<file path="config.mk">
export PLATFORM = sky130hd
export DESIGN_NAME = dcb_deserializer_flat
export DESIGN_NICKNAME = d
export VERILOG_FILES = /design/src/shared/dcb_link_pkg.sv /design/src/shared/dcb_link_if.sv /design/src/logic/dcb_deserializer.sv /design/src/flat_wrapper.sv
export VERILOG_INCLUDE_DIRS = /design/src /design/src/shared
export SDC_FILE = /design/constraint.sdc
export NUM_CORES = 1
export LEC_CHECK = 0
export BUFFER_PORTS_ARGS = -buffer_cell sky130_fd_sc_hd__clkbuf_2
export CORE_AREA = 2 2 131 69
export CTS_CLUSTER_SIZE = 24
export DETAILED_ROUTE_END_ITERATION = 7
export DIE_AREA = 0 0 133 71
export SETUP_SLACK_MARGIN = 0.3
export SYNTH_ARGS = -nofsm -noshare
export SYNTH_HDL_FRONTEND = slang
export SYNTH_SLANG_ARGS = --single-unit
</file>
<file path="constraint.sdc">
create_clock -name clock -period 4.4 [get_ports clock]
set_clock_uncertainty 0.1 [all_clocks]
set_input_delay 0.88 -clock clock [delete_from_list [all_inputs] [get_ports clock]]
set_output_delay 0.88 -clock clock [all_outputs]
set_load 0.02 [all_outputs]
</file>
<file path="src/shared/dcb_link_defines.svh">
// Purpose: Shared constants for the DC-balanced three-lane link
// Assumes: One link bit per system clock cycle
// Notes: Frame is sent least significant bit first
`ifndef DCB_LINK_DEFINES_SVH
`define DCB_LINK_DEFINES_SVH

// ----------------------------------------
// Framing
// ----------------------------------------
`define LANES 3
`define DATA_BITS 7
`define FRAME_BITS 9
`define LAST_BIT 4'h8
`define IND_LO 7
`define IND_HI 8
`define IND_INV_POL 1'b1
`define CLK_SHORT_HIGH 4'h4
`define CLK_LONG_HIGH 4'h5

// ----------------------------------------
// Receiver timing
// ----------------------------------------
`define LOCK_PERIODS 32800
`define STALL_CYCLES 5'h12
`define STROBE_HALF 4'h4

`endif

</file>
<file path="src/shared/dcb_link_pkg.sv">
// Purpose: Types shared by both ends of the DC-balanced link
// Assumes: Constants come from dcb_link_defines.svh
// Notes: Types only
`include "dcb_link_defines.svh"

package dcb_link_pkg;

    // ----------------------------------------
    // Words and frames
    // ----------------------------------------
    typedef logic [`DATA_BITS-1:0] lane_word_t;
    typedef logic [`FRAME_BITS-1:0] frame_t;
    typedef logic signed [5:0] digital_sum_span_t;
    typedef logic [3:0] bit_index_t;

    // ----------------------------------------
    // Receiver lock progress
    // ----------------------------------------
    typedef enum logic [1:0] {
        powered_down,
        locking,
        running
    } lock_state_t;

endpackage

</file>
<file path="src/shared/dcb_link_if.sv">
// Purpose: Serial link between serializer and deserializer
// Assumes: All wires change on the system clock
// Notes: Lanes and the forwarded clock are single ended here
`timescale 1ns/1ps

interface dcb_link_if;
    logic serial_lane_zero;
    logic serial_lane_one;
    logic serial_lane_two;
    logic forwarded_clock_in;

    // Sending end drives every wire
    modport serializer (
        output serial_lane_zero,
        output serial_lane_one,
        output serial_lane_two,
        output forwarded_clock_in
    );

    // Receiving end only listens
    modport deserializer (
        input serial_lane_zero,
        input serial_lane_one,
        input serial_lane_two,
        input forwarded_clock_in
    );
endinterface

</file>
<file path="src/logic/dcb_deserializer.sv">
// Purpose: Receive end of the DC-balanced three-lane link
// Assumes: One serial bit per clock, frame starts at clock rise
// Notes: Outputs tri-state through active-low enables
//
// Contract
// - Lane n drives outputs 7n to 7n+6
// - Sender appends two complementary indicator bits
// - Re-invert words flagged as inverted
// - Sender inverts from running sum sign
// - Running sum counts ones up, zeros down
// - Data lane imbalance never exceeds ten
// - Clock lane imbalance never exceeds five
// - Clock high time alternates four, five ninths
// - Outputs float while power-down input low
// - Strobe at parallel rate, edge variant selectable
// - Forwarded clock kept within rated range
// - Nine bit times per forwarded clock
// - Lock after counted periods, outputs low meanwhile
// - Power-up drives low until lock
// - Stopped forwarded clock forces outputs low
`timescale 1ns/1ps
`include "dcb_link_defines.svh"

module dcb_deserializer #(
    parameter int LOCK_PERIODS = `LOCK_PERIODS,
    parameter bit STROBE_RISING = 1'b1,
    parameter bit IND_POL = `IND_INV_POL
) (
    input wire logic clock,
    input wire logic rst,
    dcb_link_if.deserializer link,
    input wire logic power_down_n,
    output logic [20:0] parallel_data_out,
    output logic data_oe_n,
    output logic parallel_strobe_out,
    output logic strobe_oe_n,
    output logic locked
);

    // ----------------------------------------
    // Helpers
    // ----------------------------------------
    // Restore one lane word from its frame
    function automatic dcb_link_pkg::lane_word_t restore(
        input dcb_link_pkg::frame_t f);
        logic inv;
        // Only a clean complementary pair counts as inverted
        inv = (f[`IND_LO] == IND_POL) && (f[`IND_HI] != f[`IND_LO]);
        return inv ? ~f[`DATA_BITS-1:0] : f[`DATA_BITS-1:0];
    endfunction

    // ----------------------------------------
    // Pin synchronisers
    // ----------------------------------------
    // All four link wires share one path so alignment survives
    logic [`LANES:0] link_s1, link_s2;
    logic pdn_s1, pdn_s2;

    always_ff @(posedge clock) begin
        if (rst) begin
            link_s1 <= '0;
            link_s2 <= '0;
            pdn_s1 <= 1'b0;
            pdn_s2 <= 1'b0;
        end else begin
            link_s1 <= {link.forwarded_clock_in, link.serial_lane_two,
                        link.serial_lane_one, link.serial_lane_zero};
            link_s2 <= link_s1;
            pdn_s1 <= power_down_n;
            pdn_s2 <= pdn_s1;
        end
    end

    // ----------------------------------------
    // Frame capture
    // ----------------------------------------
    logic fclk_d_reg, fclk_d_next;
    logic rise;
    dcb_link_pkg::frame_t shift_reg [`LANES];
    dcb_link_pkg::frame_t shift_next [`LANES];
    dcb_link_pkg::bit_index_t idx_reg, idx_next;
    logic [4:0] gap_reg, gap_next;
    logic stall;

    // Rise of the forwarded clock marks bit 0 of a new frame
    always_comb begin
        fclk_d_next = link_s2[`LANES];
        rise = link_s2[`LANES] & ~fclk_d_reg;
        for (int l = 0; l < `LANES; l++) begin
            // Serial bits arrive LSB first, so shift in from the top
            shift_next[l] = {link_s2[l], shift_reg[l][`FRAME_BITS-1:1]};
        end
        if (rise) begin
            idx_next = 4'h0;
        end else if (idx_reg != `LAST_BIT) begin
            idx_next = idx_reg + 4'h1;
        end else begin
            idx_next = idx_reg;
        end
        // Saturating gap count catches a stopped or slow clock
        if (rise) begin
            gap_next = 5'h0;
        end else if (gap_reg != `STALL_CYCLES) begin
            gap_next = gap_reg + 5'h1;
        end else begin
            gap_next = gap_reg;
        end
        stall = (gap_reg == `STALL_CYCLES);
    end

    always_ff @(posedge clock) begin
        if (rst) begin
            fclk_d_reg <= 1'b0;
            idx_reg <= `LAST_BIT;
            gap_reg <= `STALL_CYCLES;
            for (int l = 0; l < `LANES; l++) begin
                shift_reg[l] <= '0;
            end
        end else begin
            fclk_d_reg <= fclk_d_next;
            idx_reg <= idx_next;
            gap_reg <= gap_next;
            for (int l = 0; l < `LANES; l++) begin
                shift_reg[l] <= shift_next[l];
            end
        end
    end

    // ----------------------------------------
    // Lock tracking
    // ----------------------------------------
    // Counter stands in for the PLL settle time
    dcb_link_pkg::lock_state_t state_reg, state_next;
    logic [15:0] lock_cnt_reg, lock_cnt_next;

    always_comb begin
        state_next = state_reg;
        lock_cnt_next = lock_cnt_reg;
        if (!pdn_s2) begin
            state_next = dcb_link_pkg::powered_down;
            lock_cnt_next = '0;
        end else begin
            unique case (state_reg)
                dcb_link_pkg::powered_down: begin
                    state_next = dcb_link_pkg::locking;
                    lock_cnt_next = '0;
                end
                dcb_link_pkg::locking: begin
                    if (stall) begin
                        lock_cnt_next = '0;
                    end else if (rise) begin
                        // Count whole forwarded clock periods
                        if (lock_cnt_reg == 16'(LOCK_PERIODS - 1)) begin
                            state_next = dcb_link_pkg::running;
                        end else begin
                            lock_cnt_next = lock_cnt_reg + 16'h0001;
                        end
                    end
                end
                dcb_link_pkg::running: begin
                    if (stall) begin
                        // Lost clock means a fresh lock later
                        state_next = dcb_link_pkg::locking;
                        lock_cnt_next = '0;
                    end
                end
                // Spare code falls back to a safe restart
                default: begin
                    state_next = dcb_link_pkg::powered_down;
                    lock_cnt_next = '0;
                end
            endcase
        end
    end

    always_ff @(posedge clock) begin
        if (rst) begin
            state_reg <= dcb_link_pkg::powered_down;
            lock_cnt_reg <= '0;
        end else begin
            state_reg <= state_next;
            lock_cnt_reg <= lock_cnt_next;
        end
    end

    // ----------------------------------------
    // Parallel outputs
    // ----------------------------------------
    logic [20:0] data_reg, data_next;
    logic strobe_reg, strobe_next;
    logic oe_n_reg, oe_n_next;
    logic run_next;

    // Data updates only on a frame boundary while running
    always_comb begin
        run_next = (state_next == dcb_link_pkg::running);
        oe_n_next = (state_next == dcb_link_pkg::powered_down);
        data_next = data_reg;
        if (!run_next) begin
            data_next = '0;
        end else if (rise) begin
            for (int l = 0; l < `LANES; l++) begin
                data_next[l*`DATA_BITS +: `DATA_BITS] = restore(shift_reg[l]);
            end
        end
        // Strobe edge lands mid-frame, away from the data change
        if (!run_next) begin
            strobe_next = 1'b0;
        end else if (STROBE_RISING) begin
            strobe_next = (idx_next >= `STROBE_HALF);
        end else begin
            strobe_next = (idx_next < `STROBE_HALF);
        end
    end

    always_ff @(posedge clock) begin
        if (rst) begin
            data_reg <= '0;
            strobe_reg <= 1'b0;
            oe_n_reg <= 1'b1;
        end else begin
            data_reg <= data_next;
            strobe_reg <= strobe_next;
            oe_n_reg <= oe_n_next;
        end
    end

    // Enables shared by data and strobe pins
    assign parallel_data_out = data_reg;
    assign parallel_strobe_out = strobe_reg;
    assign data_oe_n = oe_n_reg;
    assign strobe_oe_n = oe_n_reg;
    assign locked = (state_reg == dcb_link_pkg::running);

endmodule

</file>
<file path="src/flat_wrapper.sv">
// flat-port wrapper written by rule: the top's interface ports become plain ports
module dcb_deserializer_flat 
#(
    parameter int LOCK_PERIODS = `LOCK_PERIODS,
    parameter bit STROBE_RISING = 1'b1,
    parameter bit IND_POL = `IND_INV_POL
)
  (clock, rst, power_down_n, parallel_data_out, data_oe_n, parallel_strobe_out, strobe_oe_n, locked, link_serial_lane_zero, link_serial_lane_one, link_serial_lane_two, link_forwarded_clock_in);
  dcb_link_if link_i ();
  input wire logic clock;
  input wire logic rst;
  input wire logic power_down_n;
  output logic [20:0] parallel_data_out;
  output logic data_oe_n;
  output logic parallel_strobe_out;
  output logic strobe_oe_n;
  output logic locked;
  input wire logic [$bits(link_i.serial_lane_zero)-1:0] link_serial_lane_zero;
  input wire logic [$bits(link_i.serial_lane_one)-1:0] link_serial_lane_one;
  input wire logic [$bits(link_i.serial_lane_two)-1:0] link_serial_lane_two;
  input wire logic [$bits(link_i.forwarded_clock_in)-1:0] link_forwarded_clock_in;
  assign link_i.serial_lane_zero = link_serial_lane_zero;
  assign link_i.serial_lane_one = link_serial_lane_one;
  assign link_i.serial_lane_two = link_serial_lane_two;
  assign link_i.forwarded_clock_in = link_forwarded_clock_in;
  dcb_deserializer #(.LOCK_PERIODS(LOCK_PERIODS), .STROBE_RISING(STROBE_RISING), .IND_POL(IND_POL)) u_core (.clock(clock), .rst(rst), .link(link_i), .power_down_n(power_down_n), .parallel_data_out(parallel_data_out), .data_oe_n(data_oe_n), .parallel_strobe_out(parallel_strobe_out), .strobe_oe_n(strobe_oe_n), .locked(locked));
endmodule
</file>
After elaboration in Yosys (flattened, before gate mapping)

Memories as Yosys holds them, arrays and structs flattened.
Index checks and enable logic that the tools add are counted.
Widths: inputs -> output; s select.

Flip-flop bits (word level): 61
Output and inout bits: 25
Memories kept: 1
Bits in writable memories: 27
Logic and storage cells: 75

Memories:

| memory           | depth | bits a word | rd ports | clocked after memory_dff | write ports | line                   | RTL |
|---|---|---|---|---|---|---|---|
| u_core.shift_reg | 3     | 9           | 3        | 0                        | 3           | dcb_deserializer.sv:79 | `` dcb_link_pkg::frame_t shift_reg [`LANES]; `` |

$add $sub $neg: 3
Mux-type cells: 24
Magnitude comparators: 1
Reductions and logical operators: 10
Bitwise operators: 10
Eq/ne operators: 13

Operators with widths:

| operator              | number |
|---|---|
| $mux 16               | 4 |
| $pmux 16 s2           | 1 |
| $mux 9                | 3 |
| $mux 7                | 3 |
| $not 7->7             | 3 |
| $add 16x1->16 const B | 1 |
| $eq 16x16->1 const B  | 1 |
| $mux 2                | 5 |
| $mux 5                | 2 |
| $mux 4                | 2 |
| $pmux 2 s3            | 1 |
| $reduce_or 2->1       | 3 |
| $add 5x1->5 const B   | 1 |
| $eq 5x5->1 const B    | 1 |
| $ne 5x5->1 const B    | 1 |
| $add 4x1->4 const B   | 1 |
| $eq 2x2->1 const B    | 2 |
| $ge 4x3->1 const B    | 1 |
| $logic_not 2->1       | 2 |
| $ne 4x4->1 const B    | 1 |
| $logic_and 1x1->1     | 3 |
| $mux 1                | 3 |
| $ne 1x1->1            | 3 |
| $ne 3x1->1 const B    | 1 |
| 8 further kinds       | 12 |

Depth between registers and ports, before layout

Gate-level depths: netlist of run 1.

Depth in word-level cells: 9
Depth in mapped cells: 7
Mapped depth without buffers: 6

Worst setup path after synthesis of run 1

No wires, ideal clock.

Path type: input to register
Start: in rst
End: reg u_core.lock_cnt_reg[10]
Stages: 5
Setup time: 0.079 ns
Arrival time: 1.986 ns
Slack: 2.236 ns
Path buffers: 1
Cells stage by stage: nand2b_1 -> nor3_1 -> o21ai_1 -> buf_2 -> o211ai_1

Word-level cells in the longest chain between the ends: 1

Ends and longest elaborated chain:

| element                   | line                    | RTL |
|---|---|---|
| from (decl)               | flat_wrapper.sv:11      | `input wire logic rst;` |
| $reduce_or 2->1 (no line) | --                      |  |
| to (signal assigned)      | dcb_deserializer.sv:182 | `lock_cnt_reg <= lock_cnt_next;` |
| to (decl)                 | dcb_deserializer.sv:134 | `logic [15:0] lock_cnt_reg, lock_cnt_next;` |

Every way passes these cells.
A chain may end at the register's enable or synchronous reset.

Worst setup path after layout of run 1

Start: reg u_core.lock_cnt_reg[1]
End: reg u_core.lock_cnt_reg[10]

Word-level cells in the longest chain between the ends: 5

Ends and longest elaborated chain:

| element       | line                    | RTL |
|---|---|---|
| $add 16x1->16 | dcb_deserializer.sv:156 | `lock_cnt_next = lock_cnt_reg + 16'h0001;` |
| $mux 16       | dcb_deserializer.sv:153 | `if (lock_cnt_reg == 16'(LOCK_PERIODS - 1)) begin` |
| $mux 16       | dcb_deserializer.sv:151 | `end else if (rise) begin` |
| $mux 16       | dcb_deserializer.sv:149 | `if (stall) begin` |
| $pmux 16 s2   | dcb_deserializer.sv:143 | `unique case (state_reg)` |

Several ways; a longest one is shown, not always the timed one. The select of a mux whose other input is x is not followed.

==> metrics.txt, run 1 <==
# TYPE chip_impl_metric gauge
chip_impl_info{name="worst_setup_path_start_kind",value="flip-flop"} 1
chip_impl_info{name="tritoncts",value="built"} 1
chip_impl_metric{name="placementRows",unit=""} 24
chip_impl_metric{name="worst_reg2reg_setup_slack",unit="ns"} 1.63
chip_impl_metric{name="cts_made_buffers",unit=""} 9
chip_impl_info{name="endpoint_of_the_worst_hold_timing_path",value="u_core.pdn_s2"} 1
chip_impl_metric{name="design.core.area",unit="mm2"} 0.00838
chip_impl_metric{name="syn_nets",unit=""} 393
chip_impl_metric{name="vias",unit=""} 2714
chip_impl_metric{name="antennaDiodeCount",unit=""} 0
chip_impl_info{name="clk_root_buffer_cell",value="sky130_fd_sc_hd__clkbuf_16"} 1
chip_impl_metric{name="clock_path_buffers",unit=""} 2
chip_impl_metric{name="yosys_register_bits",unit=""} 88
chip_impl_metric{name="largest_reg_flops",unit=""} 27
chip_impl_info{name="final_cell_mix",value="88 x sky130_fd_sc_hd__dfxtp_1, 48 x sky130_fd_sc_hd__nor2_1, 40 x sky130_fd_sc_hd__nor2b_1"} 1
chip_impl_info{name="timing.hold.worst.class",value="flip-flop to flip-flop"} 1
chip_impl_metric{name="ys_seq_area_share",unit="%"} 48.0
chip_impl_metric{name="drt.antenna.violating_nets",unit=""} 0
chip_impl_info{name="most_common_cell_after_layout_fill_and_taps_aside",value="sky130_fd_sc_hd__dfxtp_1"} 1
chip_impl_metric{name="synthesis.area_per_instance",unit="um2"} 9.63
chip_impl_metric{name="hold_slack",unit="ns"} 0.332
chip_impl_metric{name="drive_gt1_share",unit="%"} 17.3
chip_impl_metric{name="hold_violations",unit=""} 0
chip_impl_metric{name="num-fill-cells",unit=""} 786
chip_impl_info{name="run_status",value="finished, final reports clean"} 1
chip_impl_metric{name="die_y",unit="um"} 71
chip_impl_metric{name="clock_latency",unit="ns"} 0.34
chip_impl_metric{name="power.density_cell_area",unit="mW/mm2"} 410
chip_impl_metric{name="area.growth.synth_to_final",unit="%"} 14.6
chip_impl_metric{name="critPathMaxFanout",unit=""} 11
chip_impl_metric{name="worst-endpoint-required",unit="ns"} 4.55
chip_impl_info{name="setup_repair_after_global_routing_missed_its_margin",value="false"} 1
chip_impl_metric{name="htree_levels",unit=""} 3
chip_impl_metric{name="timing.reg2reg.worst_path_depth",unit=""} 5
chip_impl_metric{name="numPortBuffers",unit=""} 31
chip_impl_info{name="netlist_top_cells_area",value="sky130_fd_sc_hd__dfxtp_1 48%, sky130_fd_sc_hd__nor2b_1 7.0%, sky130_fd_sc_hd__xnor2_1 6.4%"} 1
chip_impl_metric{name="die-area",unit="mm2"} 0.00944
chip_impl_metric{name="place.detailed.hpwl",unit="um"} 5160
chip_impl_metric{name="drt_first_pass_iters",unit=""} 4
chip_impl_metric{name="antenna_violations_before_repair",unit=""} 0
chip_impl_metric{name="cap_violations",unit=""} 0
chip_impl_metric{name="routed_wire_length_per_instance",unit="um"} 14.4
chip_impl_metric{name="post-synth-top-area-fraction",unit="%"} 48.0
chip_impl_metric{name="min_delay_path_depth",unit=""} 1
chip_impl_info{name="path_class",value="flip-flop to flip-flop"} 1
chip_impl_metric{name="grt.total_usage",unit="%"} 17.6
chip_impl_info{name="regToRegEndpoint",value="u_core.lock_cnt_reg[10]"} 1
chip_impl_metric{name="postRouteWirelength",unit="um"} 7610
chip_impl_metric{name="final_core_utilization",unit="%"} 50.2
chip_impl_metric{name="ctsResizeCount",unit=""} 0
chip_impl_metric{name="grt_remaining_overflow",unit=""} 0
chip_impl_metric{name="slew_headroom",unit="%"} 36.7
chip_impl_info{name="endpoint_kind",value="flip-flop"} 1
chip_impl_metric{name="worstMarginPinSlew",unit="ns"} 0.943
chip_impl_metric{name="route.detailed.drc",unit=""} 0
chip_impl_metric{name="gp_congestion",unit=""} 0.874
chip_impl_metric{name="pre_cts_ws",unit="ns"} 1.62
chip_impl_metric{name="max_freq",unit="MHz"} 361
chip_impl_metric{name="cellLeakagePower",unit="nW"} 1.49
chip_impl_metric{name="routed_via_density",unit=""} 5.14
chip_impl_metric{name="tns",unit="ns"} 0
chip_impl_metric{name="final_period_minus_worst_setup_slack",unit="ns"} 2.77
chip_impl_metric{name="postLayoutSetupSlackWorst",unit="ns"} 1.63
chip_impl_metric{name="placedCellCount",unit=""} 512
chip_impl_metric{name="cp_data_arrival_time",unit="ns"} 2.91
chip_impl_metric{name="effective_utilization_at_floorplan",unit="%"} 43.8
chip_impl_metric{name="number_of_design_rule_violations_left_by_the_first_detailed_router_iteration",unit=""} 263
chip_impl_info{name="timing.rr.start",value="u_core.lock_cnt_reg[1]"} 1
chip_impl_metric{name="cts.reportedPaths.clkPinSlew",unit="ns"} 0.06
chip_impl_metric{name="crit_path_max_incr_delay",unit="ns"} 0.82
chip_impl_metric{name="post_synth_instance_area",unit="mm2"} 0.00367
chip_impl_metric{name="final-max-slew-violation-count",unit=""} 0
chip_impl_info{name="synth_largest_area_cell",value="sky130_fd_sc_hd__dfxtp_1"} 1
chip_impl_info{name="crit_path_top_delay_cell",value="sky130_fd_sc_hd__nor4_1"} 1
chip_impl_metric{name="setup-violations-final",unit=""} 0
chip_impl_metric{name="final_cell_count_no_fill",unit=""} 528
chip_impl_metric{name="grt_pass1_wl",unit="um"} 12900
chip_impl_metric{name="nets",unit=""} 418
chip_impl_metric{name="fin_crit_sh",unit="%"} 62.9
chip_impl_metric{name="post_synth_num_cell_types",unit=""} 41
chip_impl_metric{name="grt_start_max_net_pins",unit=""} 49
chip_impl_metric{name="synthesis.instances",unit=""} 381
chip_impl_metric{name="postCtsHoldBufs",unit=""} 0
chip_impl_metric{name="synthesis.yosys.warnings",unit=""} 0
chip_impl_metric{name="via_count_of_the_first_global_routing_pass",unit=""} 2480
chip_impl_metric{name="numClockSinks",unit=""} 88
chip_impl_info{name="cells_along_the_critical_path",value="ha_1, nand3_1, nor4_1, o21ai_1, o211ai_1"} 1
chip_impl_metric{name="chipWidth",unit="um"} 133
chip_impl_metric{name="io_pins",unit=""} 32
chip_impl_metric{name="vdd_ir_drop_max",unit="mV"} 0.240
chip_impl_info{name="worst_hold_startpoint",value="u_core.pdn_s1"} 1
chip_impl_metric{name="postCtsSetupBuffers",unit=""} 0
-- how the worst max path moves through the flow --
stage / startpoint / slack [ns] / depth (start not counted) / end
6_report: u_core.lock_cnt_reg[1] / 1.63 / 5 / u_core.lock_cnt_reg[10]
5_1_grt: u_core.lock_cnt_reg[1] / 1.52 / 5 / u_core.lock_cnt_reg[10]
4_1_cts: u_core.lock_cnt_reg[0] / 1.78 / 5 / u_core.lock_cnt_reg[10]
3_5_place_dp: rst / 1.62 / 5 / u_core.lock_cnt_reg[10]
3_3_place_gp: rst / 1.71 / 5 / u_core.lock_cnt_reg[10]
2_1_floorplan: rst / 2.24 / 5 / u_core.lock_cnt_reg[10]
-- where the power goes --
group | internal, W | switching, W
Clock | 0.000396 | 0.000291
Combinational | 0.0000862 | 0.000103
Sequential | 0.000824 | 0.0000235
Total | 0.00131 | 0.000417
-- worst max-delay path: cells and delay by family (launching register included) --
kind                       cells  cell delay [ns]
adders and majority gates      1             0.23
DFF                            1             0.39
and+or+nand+nor                2             1.12
AOI/OAI and AO/OA              2             0.83
-- layer usage --
metal | vias up | global-route usage (%) | share of wire (%)
li1 | 1370 | - | -
met2 | 103 | 21.9 | 38
met5 | - | 0 | 0
met1 | 1231 | 27.3 | 52
met4 | 0 | 6.57 | 1.5
met3 | 10 | 5.73 | 8.5
-- cells by family (layout without fill, tap and decap cells) --
group | count (synthesis) | after routing | synth area share [%]
flops | 88 | 88 | 48.0
compound gates | 35 | 35 | 6.75
xor+xnor | 29 | 29 | 6.92
buf+inv | 36 | 66 | 3.99
mux | 3 | 3 | 0.818
fa+ha+maj | 5 | 5 | 1.70
simple gates | 185 | 185 | 31.8
-- synthesized netlist by cell type --
| library cell | number |
|---|---|
| sky130_fd_sc_hd__a21boi_0 | 1 |
| sky130_fd_sc_hd__or4_4 | 1 |
| sky130_fd_sc_hd__nor4_1 | 8 |
| sky130_fd_sc_hd__inv_1 | 12 |
| sky130_fd_sc_hd__a2111oi_0 | 1 |
| sky130_fd_sc_hd__o311ai_0 | 1 |
| sky130_fd_sc_hd__a21o_1 | 4 |
| sky130_fd_sc_hd__nand3_1 | 13 |
| sky130_fd_sc_hd__a311o_1 | 1 |
| sky130_fd_sc_hd__a41o_1 | 1 |
| sky130_fd_sc_hd__clkbuf_1 | 17 |
| sky130_fd_sc_hd__dfxtp_1 | 88 |
| sky130_fd_sc_hd__nor2b_1 | 41 |
| sky130_fd_sc_hd__and3_1 | 3 |
| sky130_fd_sc_hd__buf_2 | 6 |
| sky130_fd_sc_hd__a31oi_1 | 10 |
| sky130_fd_sc_hd__nand2b_1 | 12 |
| sky130_fd_sc_hd__nor4b_2 | 15 |
| sky130_fd_sc_hd__nor4b_1 | 6 |
| sky130_fd_sc_hd__nor4bb_1 | 1 |
| sky130_fd_sc_hd__o211ai_1 | 8 |
| sky130_fd_sc_hd__and4_1 | 1 |
| sky130_fd_sc_hd__o31ai_1 | 1 |
| sky130_fd_sc_hd__ha_1 | 5 |
| sky130_fd_sc_hd__o21ai_1 | 4 |
| sky130_fd_sc_hd__o21ai_0 | 1 |
| sky130_fd_sc_hd__nand2_1 | 9 |
| sky130_fd_sc_hd__or4bb_1 | 1 |
| sky130_fd_sc_hd__nor3_1 | 10 |
| sky130_fd_sc_hd__nand4b_1 | 2 |
| sky130_fd_sc_hd__nor3b_1 | 2 |
| sky130_fd_sc_hd__a221oi_1 | 1 |
| sky130_fd_sc_hd__xnor2_1 | 27 |
| sky130_fd_sc_hd__mux2i_1 | 3 |
| sky130_fd_sc_hd__xor2_1 | 2 |
| sky130_fd_sc_hd__or4_1 | 5 |
| sky130_fd_sc_hd__nand4_1 | 6 |
| sky130_fd_sc_hd__nor2_1 | 48 |
| sky130_fd_sc_hd__a31o_2 | 1 |
| sky130_fd_sc_hd__buf_4 | 1 |
| sky130_fd_sc_hd__nand4bb_1 | 1 |
-- per-stage QoR --
step	power [W]	area, um2
after detailed placement	0.00105	3940
final	0.00172	4210
after CTS	0.00174	4210
after global routing	0.00181	4210
after floorplan	0.00100	3670
after global placement	0.00105	3940
-- cell type report --
| type | instances | area (um2) | area share (%) |
|---|---|---|---|
| clock inverter | 3 | 17.5 | 0.417 |
| clock buffer | 13 | 250 | 5.95 |
| tap | 117 | 146 | 3.48 |
| timing repair buffer | 38 | 208 | 4.94 |
| inverter | 12 | 45.0 | 1.07 |
| multi-input combinational | 257 | 1780 | 42.2 |
| sequential | 88 | 1760 | 41.9 |
Note: power is estimated with default switching activity, not from simulation.
==> inputs of run 2 (changes only) <==
==> constraint.sdc (replaced) <==
create_clock -name clock -period 2.4 [get_ports clock]
set_clock_uncertainty 0.1 [all_clocks]
set_input_delay 0.48 -clock clock [delete_from_list [all_inputs] [get_ports clock]]
set_output_delay 0.48 -clock clock [all_outputs]
set_load 0.02 [all_outputs]
==> run 2 against run 1 <==
Hold slack got worse by 0.075 ns; sequential power rose by 83%; combinational power up 130%; critical path depth is 1 higher; first-iteration DRC count down 7.6%; power is 91% higher; clock-buffer cell count increased by 1; fmax is 29% higher; via count up 3.8%; non-clock buffer count up 28; routed wire length is 7.1% higher; die area is the same.
==> metrics.txt, run 2 (synthesis results as in run 1) <==
# TYPE chip_impl_metric gauge
chip_impl_metric{name="postLayoutSetupSlackWorst",unit="ns"} 0.257
chip_impl_metric{name="slew_headroom",unit="%"} 57.4
chip_impl_metric{name="worstMarginPinSlew",unit="ns"} 0.634
chip_impl_info{name="clk_root_buffer_cell",value="sky130_fd_sc_hd__clkbuf_16"} 1
chip_impl_metric{name="number_of_design_rule_violations_left_by_the_first_detailed_router_iteration",unit=""} 243
chip_impl_metric{name="tns",unit="ns"} 0
chip_impl_metric{name="chipWidth",unit="um"} 133
chip_impl_metric{name="cellLeakagePower",unit="nW"} 1.66
chip_impl_metric{name="grt.total_usage",unit="%"} 17.5
chip_impl_metric{name="numPortBuffers",unit=""} 31
chip_impl_info{name="endpoint_kind",value="flip-flop"} 1
chip_impl_metric{name="cap_violations",unit=""} 0
chip_impl_metric{name="clock_latency",unit="ns"} 0.33
chip_impl_metric{name="cts.reportedPaths.clkPinSlew",unit="ns"} 0.06
chip_impl_metric{name="die_y",unit="um"} 71
chip_impl_metric{name="vias",unit=""} 2817
chip_impl_metric{name="die-area",unit="mm2"} 0.00944
chip_impl_metric{name="cts_made_buffers",unit=""} 9
chip_impl_metric{name="max_freq",unit="MHz"} 467
chip_impl_metric{name="cp_data_arrival_time",unit="ns"} 2.26
chip_impl_metric{name="final_period_minus_worst_setup_slack",unit="ns"} 2.14
chip_impl_metric{name="largest_reg_flops",unit=""} 27
chip_impl_metric{name="worst-endpoint-required",unit="ns"} 2.52
chip_impl_metric{name="postRouteWirelength",unit="um"} 8160
chip_impl_metric{name="num-fill-cells",unit=""} 752
chip_impl_metric{name="drt.antenna.violating_nets",unit=""} 0
chip_impl_metric{name="drive_gt1_share",unit="%"} 28.5
chip_impl_metric{name="setup-violations-final",unit=""} 0
chip_impl_metric{name="pre_cts_ws",unit="ns"} 0.249
chip_impl_metric{name="routed_via_density",unit=""} 5.07
chip_impl_metric{name="gp_congestion",unit=""} 0.789
chip_impl_metric{name="nets",unit=""} 446
chip_impl_metric{name="effective_utilization_at_floorplan",unit="%"} 43.8
chip_impl_metric{name="hold_violations",unit=""} 0
chip_impl_metric{name="placementRows",unit=""} 24
chip_impl_metric{name="design.core.area",unit="mm2"} 0.00838
chip_impl_metric{name="vdd_ir_drop_max",unit="mV"} 0.441
chip_impl_metric{name="grt_start_max_net_pins",unit=""} 48
chip_impl_metric{name="grt_pass1_wl",unit="um"} 12900
chip_impl_info{name="run_status",value="finished, final reports clean"} 1
chip_impl_metric{name="via_count_of_the_first_global_routing_pass",unit=""} 2511
chip_impl_info{name="most_common_cell_after_layout_fill_and_taps_aside",value="sky130_fd_sc_hd__dfxtp_1"} 1
chip_impl_metric{name="place.detailed.hpwl",unit="um"} 5270
chip_impl_metric{name="antennaDiodeCount",unit=""} 0
chip_impl_metric{name="antenna_violations_before_repair",unit=""} 0
chip_impl_metric{name="finalPower",unit="W"} 0.00330
chip_impl_metric{name="drt_first_pass_iters",unit=""} 4
chip_impl_metric{name="postCtsHoldBufs",unit=""} 0
chip_impl_metric{name="routed_wire_length_per_instance",unit="um"} 14.7
chip_impl_metric{name="numClockSinks",unit=""} 88
chip_impl_info{name="path_class",value="flip-flop to flip-flop"} 1
chip_impl_metric{name="power.density_cell_area",unit="mW/mm2"} 720
chip_impl_metric{name="htree_levels",unit=""} 3
chip_impl_metric{name="clock_path_buffers",unit=""} 2
chip_impl_metric{name="final-max-slew-violation-count",unit=""} 0
chip_impl_metric{name="final_core_utilization",unit="%"} 54.6
chip_impl_info{name="tritoncts",value="built"} 1
chip_impl_metric{name="critPathMaxFanout",unit=""} 4
chip_impl_metric{name="fin_crit_sh",unit="%"} 89.3
chip_impl_info{name="worst_setup_path_start_kind",value="flip-flop"} 1
chip_impl_metric{name="io_pins",unit=""} 32
chip_impl_metric{name="grt_remaining_overflow",unit=""} 0
chip_impl_metric{name="route.detailed.drc",unit=""} 0
chip_impl_info{name="setup_repair_after_global_routing_missed_its_margin",value="true"} 1
chip_impl_info{name="final_cell_mix",value="79 x sky130_fd_sc_hd__dfxtp_1, 47 x sky130_fd_sc_hd__nor2_1, 39 x sky130_fd_sc_hd__nor2b_1"} 1
chip_impl_metric{name="area.growth.synth_to_final",unit="%"} 24.7
chip_impl_info{name="timing.hold.worst.class",value="primary input to flip-flop"} 1
-- run 2: final timing paths --
kind | start | endpoint | slack (ns) | depth (start not counted)
max | u_core.lock_cnt_reg[6] | u_core.lock_cnt_reg[11] | 0.26 | 6
min | link_serial_lane_one | u_core.link_s1[1] | 0.26 | 2
max reg2reg | u_core.lock_cnt_reg[6] | u_core.lock_cnt_reg[11] | 0.26 | 6
min reg2reg | u_core.link_s1[3] | u_core.link_s2[3] | 0.33 | 1
-- run 2: cell type report --
class / count / area (um2) / share of cell area, %
Clock buffer: 14 / 274 / 5.99
Clock inverter: 2 / 12.5 / 0.273
Inverter: 12 / 45.0 / 0.984
Multi-Input combinational cell: 257 / 1880 / 41.1
Sequential cell: 88 / 1780 / 39.0
Tap cell: 117 / 146 / 3.20
Timing Repair Buffer: 66 / 433 / 9.46
-- run 2: report_power, final --
group	total (W)	internal, W	switching, W
sequential	0.00155	0.00151	0.0000434
combinational	0.000430	0.000216	0.000215
clock	0.00132	0.000785	0.000531
total	0.00330	0.00251	0.000789
-- run 2: timing repair --
action / CTS / global route
setup endpoints to repair: 21 / 35
pin swaps: 4 / 7
resized for setup: 12 / 26
buffers inserted: 3 / 13
gates cloned: 0 / 1
-- run 2: critical path, stage by stage, from the launching register on --
cell and delay [ns]:
sky130_fd_sc_hd__dfxtp_4 0.36, sky130_fd_sc_hd__or4bb_4 0.55, sky130_fd_sc_hd__or4_4 0.54, sky130_fd_sc_hd__buf_6 0.15, sky130_fd_sc_hd__buf_6 0.12, sky130_fd_sc_hd__a31oi_4 0.16, sky130_fd_sc_hd__a31oi_1 0.06
-- run 2: per-stage QoR --
| stage | cell area (um2) | std cells | hold WS, ns |
|---|---|---|---|
| after global placement | 4020 | 523 | 0.318 |
| final | 4580 | 556 | 0.257 |
| after CTS | 4360 | 542 | 0.246 |
| after floorplan | 3670 | 381 | 0.314 |
| after detailed placement | 4020 | 523 | 0.323 |
| after global routing | 4580 | 556 | 0.251 |
-- run 2: routing by layer --
| layer | vias up | global-route usage (%) | share of wire [%] |
|---|---|---|---|
| met5 | - | 0 | 0 |
| met4 | 0 | 5.02 | 1.5 |
| met3 | 13 | 5.95 | 8.8 |
| met2 | 97 | 23.3 | 40 |
| met1 | 1280 | 26.4 | 50 |
| li1 | 1427 | - | - |
==> inputs of run 3 (changes only) <==
--- a/config.mk
+++ b/config.mk
@@ -11,6 +11,8 @@
 export CTS_CLUSTER_SIZE = 24
 export DETAILED_ROUTE_END_ITERATION = 7
 export DIE_AREA = 0 0 133 71
+export MAX_ROUTING_LAYER = met4
+export PLACE_DENSITY = 0.63
 export SETUP_SLACK_MARGIN = 0.3
 export SYNTH_ARGS = -nofsm -noshare
 export SYNTH_HDL_FRONTEND = slang
==> run 3 against run 2 <==
Via count down 1.1%; combinational power down 17%; first-iteration DRC count down 1.6%; global-route usage up 0.10 points; critical path depth down 1; non-clock buffer count down 21; sequential share of layout area up 1.5 points; final cell count down 4.1%; design area down 4.5%; routed wire length down 4.6%.
==> metrics.txt, run 3 (synthesis results as in run 1) <==
# TYPE chip_impl_metric gauge
chip_impl_info{name="endpoint_of_the_worst_hold_timing_path",value="u_core.link_s1[0]"} 1
chip_impl_metric{name="grt_pass1_wl",unit="um"} 12700
chip_impl_metric{name="detailed_place.area",unit="mm2"} 0.00397
chip_impl_metric{name="postRouteWirelength",unit="um"} 7780
chip_impl_metric{name="largest_reg_flops",unit=""} 27
chip_impl_metric{name="vdd_ir_drop_max",unit="mV"} 0.465
chip_impl_metric{name="grt.total_usage",unit="%"} 17.6
chip_impl_metric{name="nets",unit=""} 425
chip_impl_metric{name="fin_crit_sh",unit="%"} 91.0
chip_impl_metric{name="via_count_of_the_first_global_routing_pass",unit=""} 2497
chip_impl_metric{name="clock_latency",unit="ns"} 0.34
chip_impl_info{name="most_common_cell_after_layout_fill_and_taps_aside",value="sky130_fd_sc_hd__dfxtp_1"} 1
chip_impl_metric{name="antennaDiodeCount",unit=""} 0
chip_impl_info{name="regToRegEndpoint",value="u_core.lock_cnt_reg[4]"} 1
chip_impl_metric{name="vias",unit=""} 2785
chip_impl_metric{name="drt.antenna.violating_nets",unit=""} 0
chip_impl_metric{name="hold_slack",unit="ns"} 0.250
chip_impl_metric{name="placementRows",unit=""} 24
chip_impl_metric{name="worst-endpoint-required",unit="ns"} 2.57
chip_impl_metric{name="routed_via_density",unit=""} 5.23
chip_impl_metric{name="drive_gt1_share",unit="%"} 23.1
chip_impl_info{name="timing.rr.start",value="u_core.lock_cnt_reg[5]"} 1
chip_impl_metric{name="cts_made_buffers",unit=""} 9
chip_impl_metric{name="hold_violations",unit=""} 0
chip_impl_metric{name="cts.reportedPaths.clkPinSlew",unit="ns"} 0.06
chip_impl_metric{name="final-max-slew-violation-count",unit=""} 0
chip_impl_info{name="setup_repair_after_global_routing_missed_its_margin",value="true"} 1
chip_impl_metric{name="die-area",unit="mm2"} 0.00944
chip_impl_metric{name="numClockSinks",unit=""} 88
chip_impl_metric{name="io_pins",unit=""} 32
chip_impl_metric{name="timing.reg2reg.worst_path_depth",unit=""} 5
chip_impl_metric{name="htree_levels",unit=""} 3
chip_impl_metric{name="postCtsHoldBufs",unit=""} 0
chip_impl_metric{name="area.growth.synth_to_final",unit="%"} 19.1
chip_impl_metric{name="finalPower",unit="W"} 0.00324
chip_impl_info{name="worst_hold_startpoint",value="link_serial_lane_zero"} 1
chip_impl_info{name="tritoncts",value="built"} 1
chip_impl_metric{name="numPortBuffers",unit=""} 31
chip_impl_info{name="run_status",value="finished, final reports clean"} 1
chip_impl_metric{name="max_freq",unit="MHz"} 458
chip_impl_metric{name="routed_wire_length_per_instance",unit="um"} 14.6
chip_impl_metric{name="number_of_design_rule_violations_left_by_the_first_detailed_router_iteration",unit=""} 239
chip_impl_metric{name="cp_data_arrival_time",unit="ns"} 2.35
chip_impl_metric{name="grt_start_max_net_pins",unit=""} 48
chip_impl_metric{name="drt_first_pass_iters",unit=""} 5
chip_impl_metric{name="final_area",unit="mm2"} 0.00437
chip_impl_metric{name="route.detailed.drc",unit=""} 0
chip_impl_metric{name="power.density_cell_area",unit="mW/mm2"} 741
chip_impl_metric{name="clock_path_buffers",unit=""} 2
chip_impl_info{name="path_class",value="flip-flop to flip-flop"} 1
chip_impl_info{name="timing.hold.worst.class",value="primary input to flip-flop"} 1
chip_impl_metric{name="setup-violations-final",unit=""} 0
chip_impl_info{name="worst_setup_path_start_kind",value="flip-flop"} 1
chip_impl_metric{name="effective_utilization_at_floorplan",unit="%"} 43.8
chip_impl_metric{name="critPathMaxFanout",unit=""} 8
chip_impl_metric{name="worst_reg2reg_setup_slack",unit="ns"} 0.22
chip_impl_metric{name="die_y",unit="um"} 71
chip_impl_metric{name="worstMarginPinSlew",unit="ns"} 0.486
chip_impl_metric{name="place.detailed.hpwl",unit="um"} 5090
chip_impl_metric{name="grt_remaining_overflow",unit=""} 0
chip_impl_metric{name="min_delay_path_depth",unit=""} 2
chip_impl_metric{name="chipWidth",unit="um"} 133
chip_impl_metric{name="slew_headroom",unit="%"} 67.6
chip_impl_metric{name="final_period_minus_worst_setup_slack",unit="ns"} 2.18
chip_impl_metric{name="cellLeakagePower",unit="nW"} 1.57
chip_impl_metric{name="gp_congestion",unit=""} 0.872
chip_impl_metric{name="cap_violations",unit=""} 0
chip_impl_metric{name="tns",unit="ns"} 0
chip_impl_info{name="endpoint_kind",value="flip-flop"} 1
chip_impl_metric{name="antenna_violations_before_repair",unit=""} 0
chip_impl_info{name="final_cell_mix",value="83 x sky130_fd_sc_hd__dfxtp_1, 46 x sky130_fd_sc_hd__nor2_1, 40 x sky130_fd_sc_hd__nor2b_1"} 1
chip_impl_info{name="clk_root_buffer_cell",value="sky130_fd_sc_hd__clkbuf_16"} 1
chip_impl_metric{name="design.core.area",unit="mm2"} 0.00838
run 3: changes by cell type in the layout (fill, tap and decap cells not counted), moves of 3 or more:
cell,before,now
sky130_fd_sc_hd__clkbuf_8,3,0
sky130_fd_sc_hd__nor4b_2,20,17
sky130_fd_sc_hd__dfxtp_4,4,0
sky130_fd_sc_hd__clkinv_2,1,4
sky130_fd_sc_hd__buf_4,31,11
sky130_fd_sc_hd__dfxtp_1,79,83
sky130_fd_sc_hd__buf_6,4,1
sky130_fd_sc_hd__nor4b_1,1,4
run 3: what timing repair did:
action | CTS | global route
endpoints found under the setup margin | 23 | 39
pin swaps | 2 | 6
setup buffers | 0 | 2
gates cloned | 0 | 1
hold endpoints to repair | 0 | 0
gates resized for setup | 3 | 19
run 3: worst max path at each step:
| stage | from | cells after the start | slack (ns) | to |
|---|---|---|---|---|
| global route | u_core.lock_cnt_reg[5] | 5 | 0.19 | u_core.lock_cnt_reg[4] |
| floorplan | u_core.lock_cnt_reg[5] | 6 | 0.34 | u_core.lock_cnt_reg[5] |
| finish | u_core.lock_cnt_reg[5] | 5 | 0.22 | u_core.lock_cnt_reg[4] |
| global placement | u_core.lock_cnt_reg[5] | 5 | 0.27 | u_core.lock_cnt_reg[4] |
| CTS | u_core.lock_cnt_reg[7] | 5 | 0.23 | u_core.lock_cnt_reg[4] |
| detailed placement | u_core.lock_cnt_reg[5] | 5 | 0.23 | u_core.lock_cnt_reg[4] |
run 3: metrics by stage:
stage	util (%)	std cells	setup WS [ns]
after floorplan	-	381	0.338
after global placement	47.4	516	0.272
after detailed placement	47.4	516	0.230
after CTS	50.7	530	0.226
after global routing	52.2	533	0.191
final	52.2	533	0.215
run 3: cell type report:
type | count | area (um2)
flip-flops and latches | 88 | 1770
multi-input cells | 257 | 1850
inverters | 12 | 45.0
clock inverters | 5 | 50.0
well taps | 117 | 146
repair buffers | 45 | 289
clock buffers | 9 | 225
fillers | 766 | 4010
run 3: power breakdown:
| part | switching (W) | internal (W) |
|---|---|---|
| Clock | 0.000540 | 0.000786 |
| Sequential | 0.0000434 | 0.00151 |
| Combinational | 0.000201 | 0.000155 |
run 3: routing by layer:
metal,routed length [um],up-vias,global-route usage (%)
li1,-,1384,-
met1,4170,1302,26.0
met2,3020,84,22.3
met3,505,15,6.24
met4,81,0,4.42
met5,0,-,-
run 3: worst max-delay path, stage by stage, from the launching register on:
cell and delay, ns:
sky130_fd_sc_hd__dfxtp_2 0.34, sky130_fd_sc_hd__or4bb_4 0.57, sky130_fd_sc_hd__or4_4 0.59, sky130_fd_sc_hd__buf_8 0.16, sky130_fd_sc_hd__a41o_1 0.24, sky130_fd_sc_hd__o21ai_2 0.11
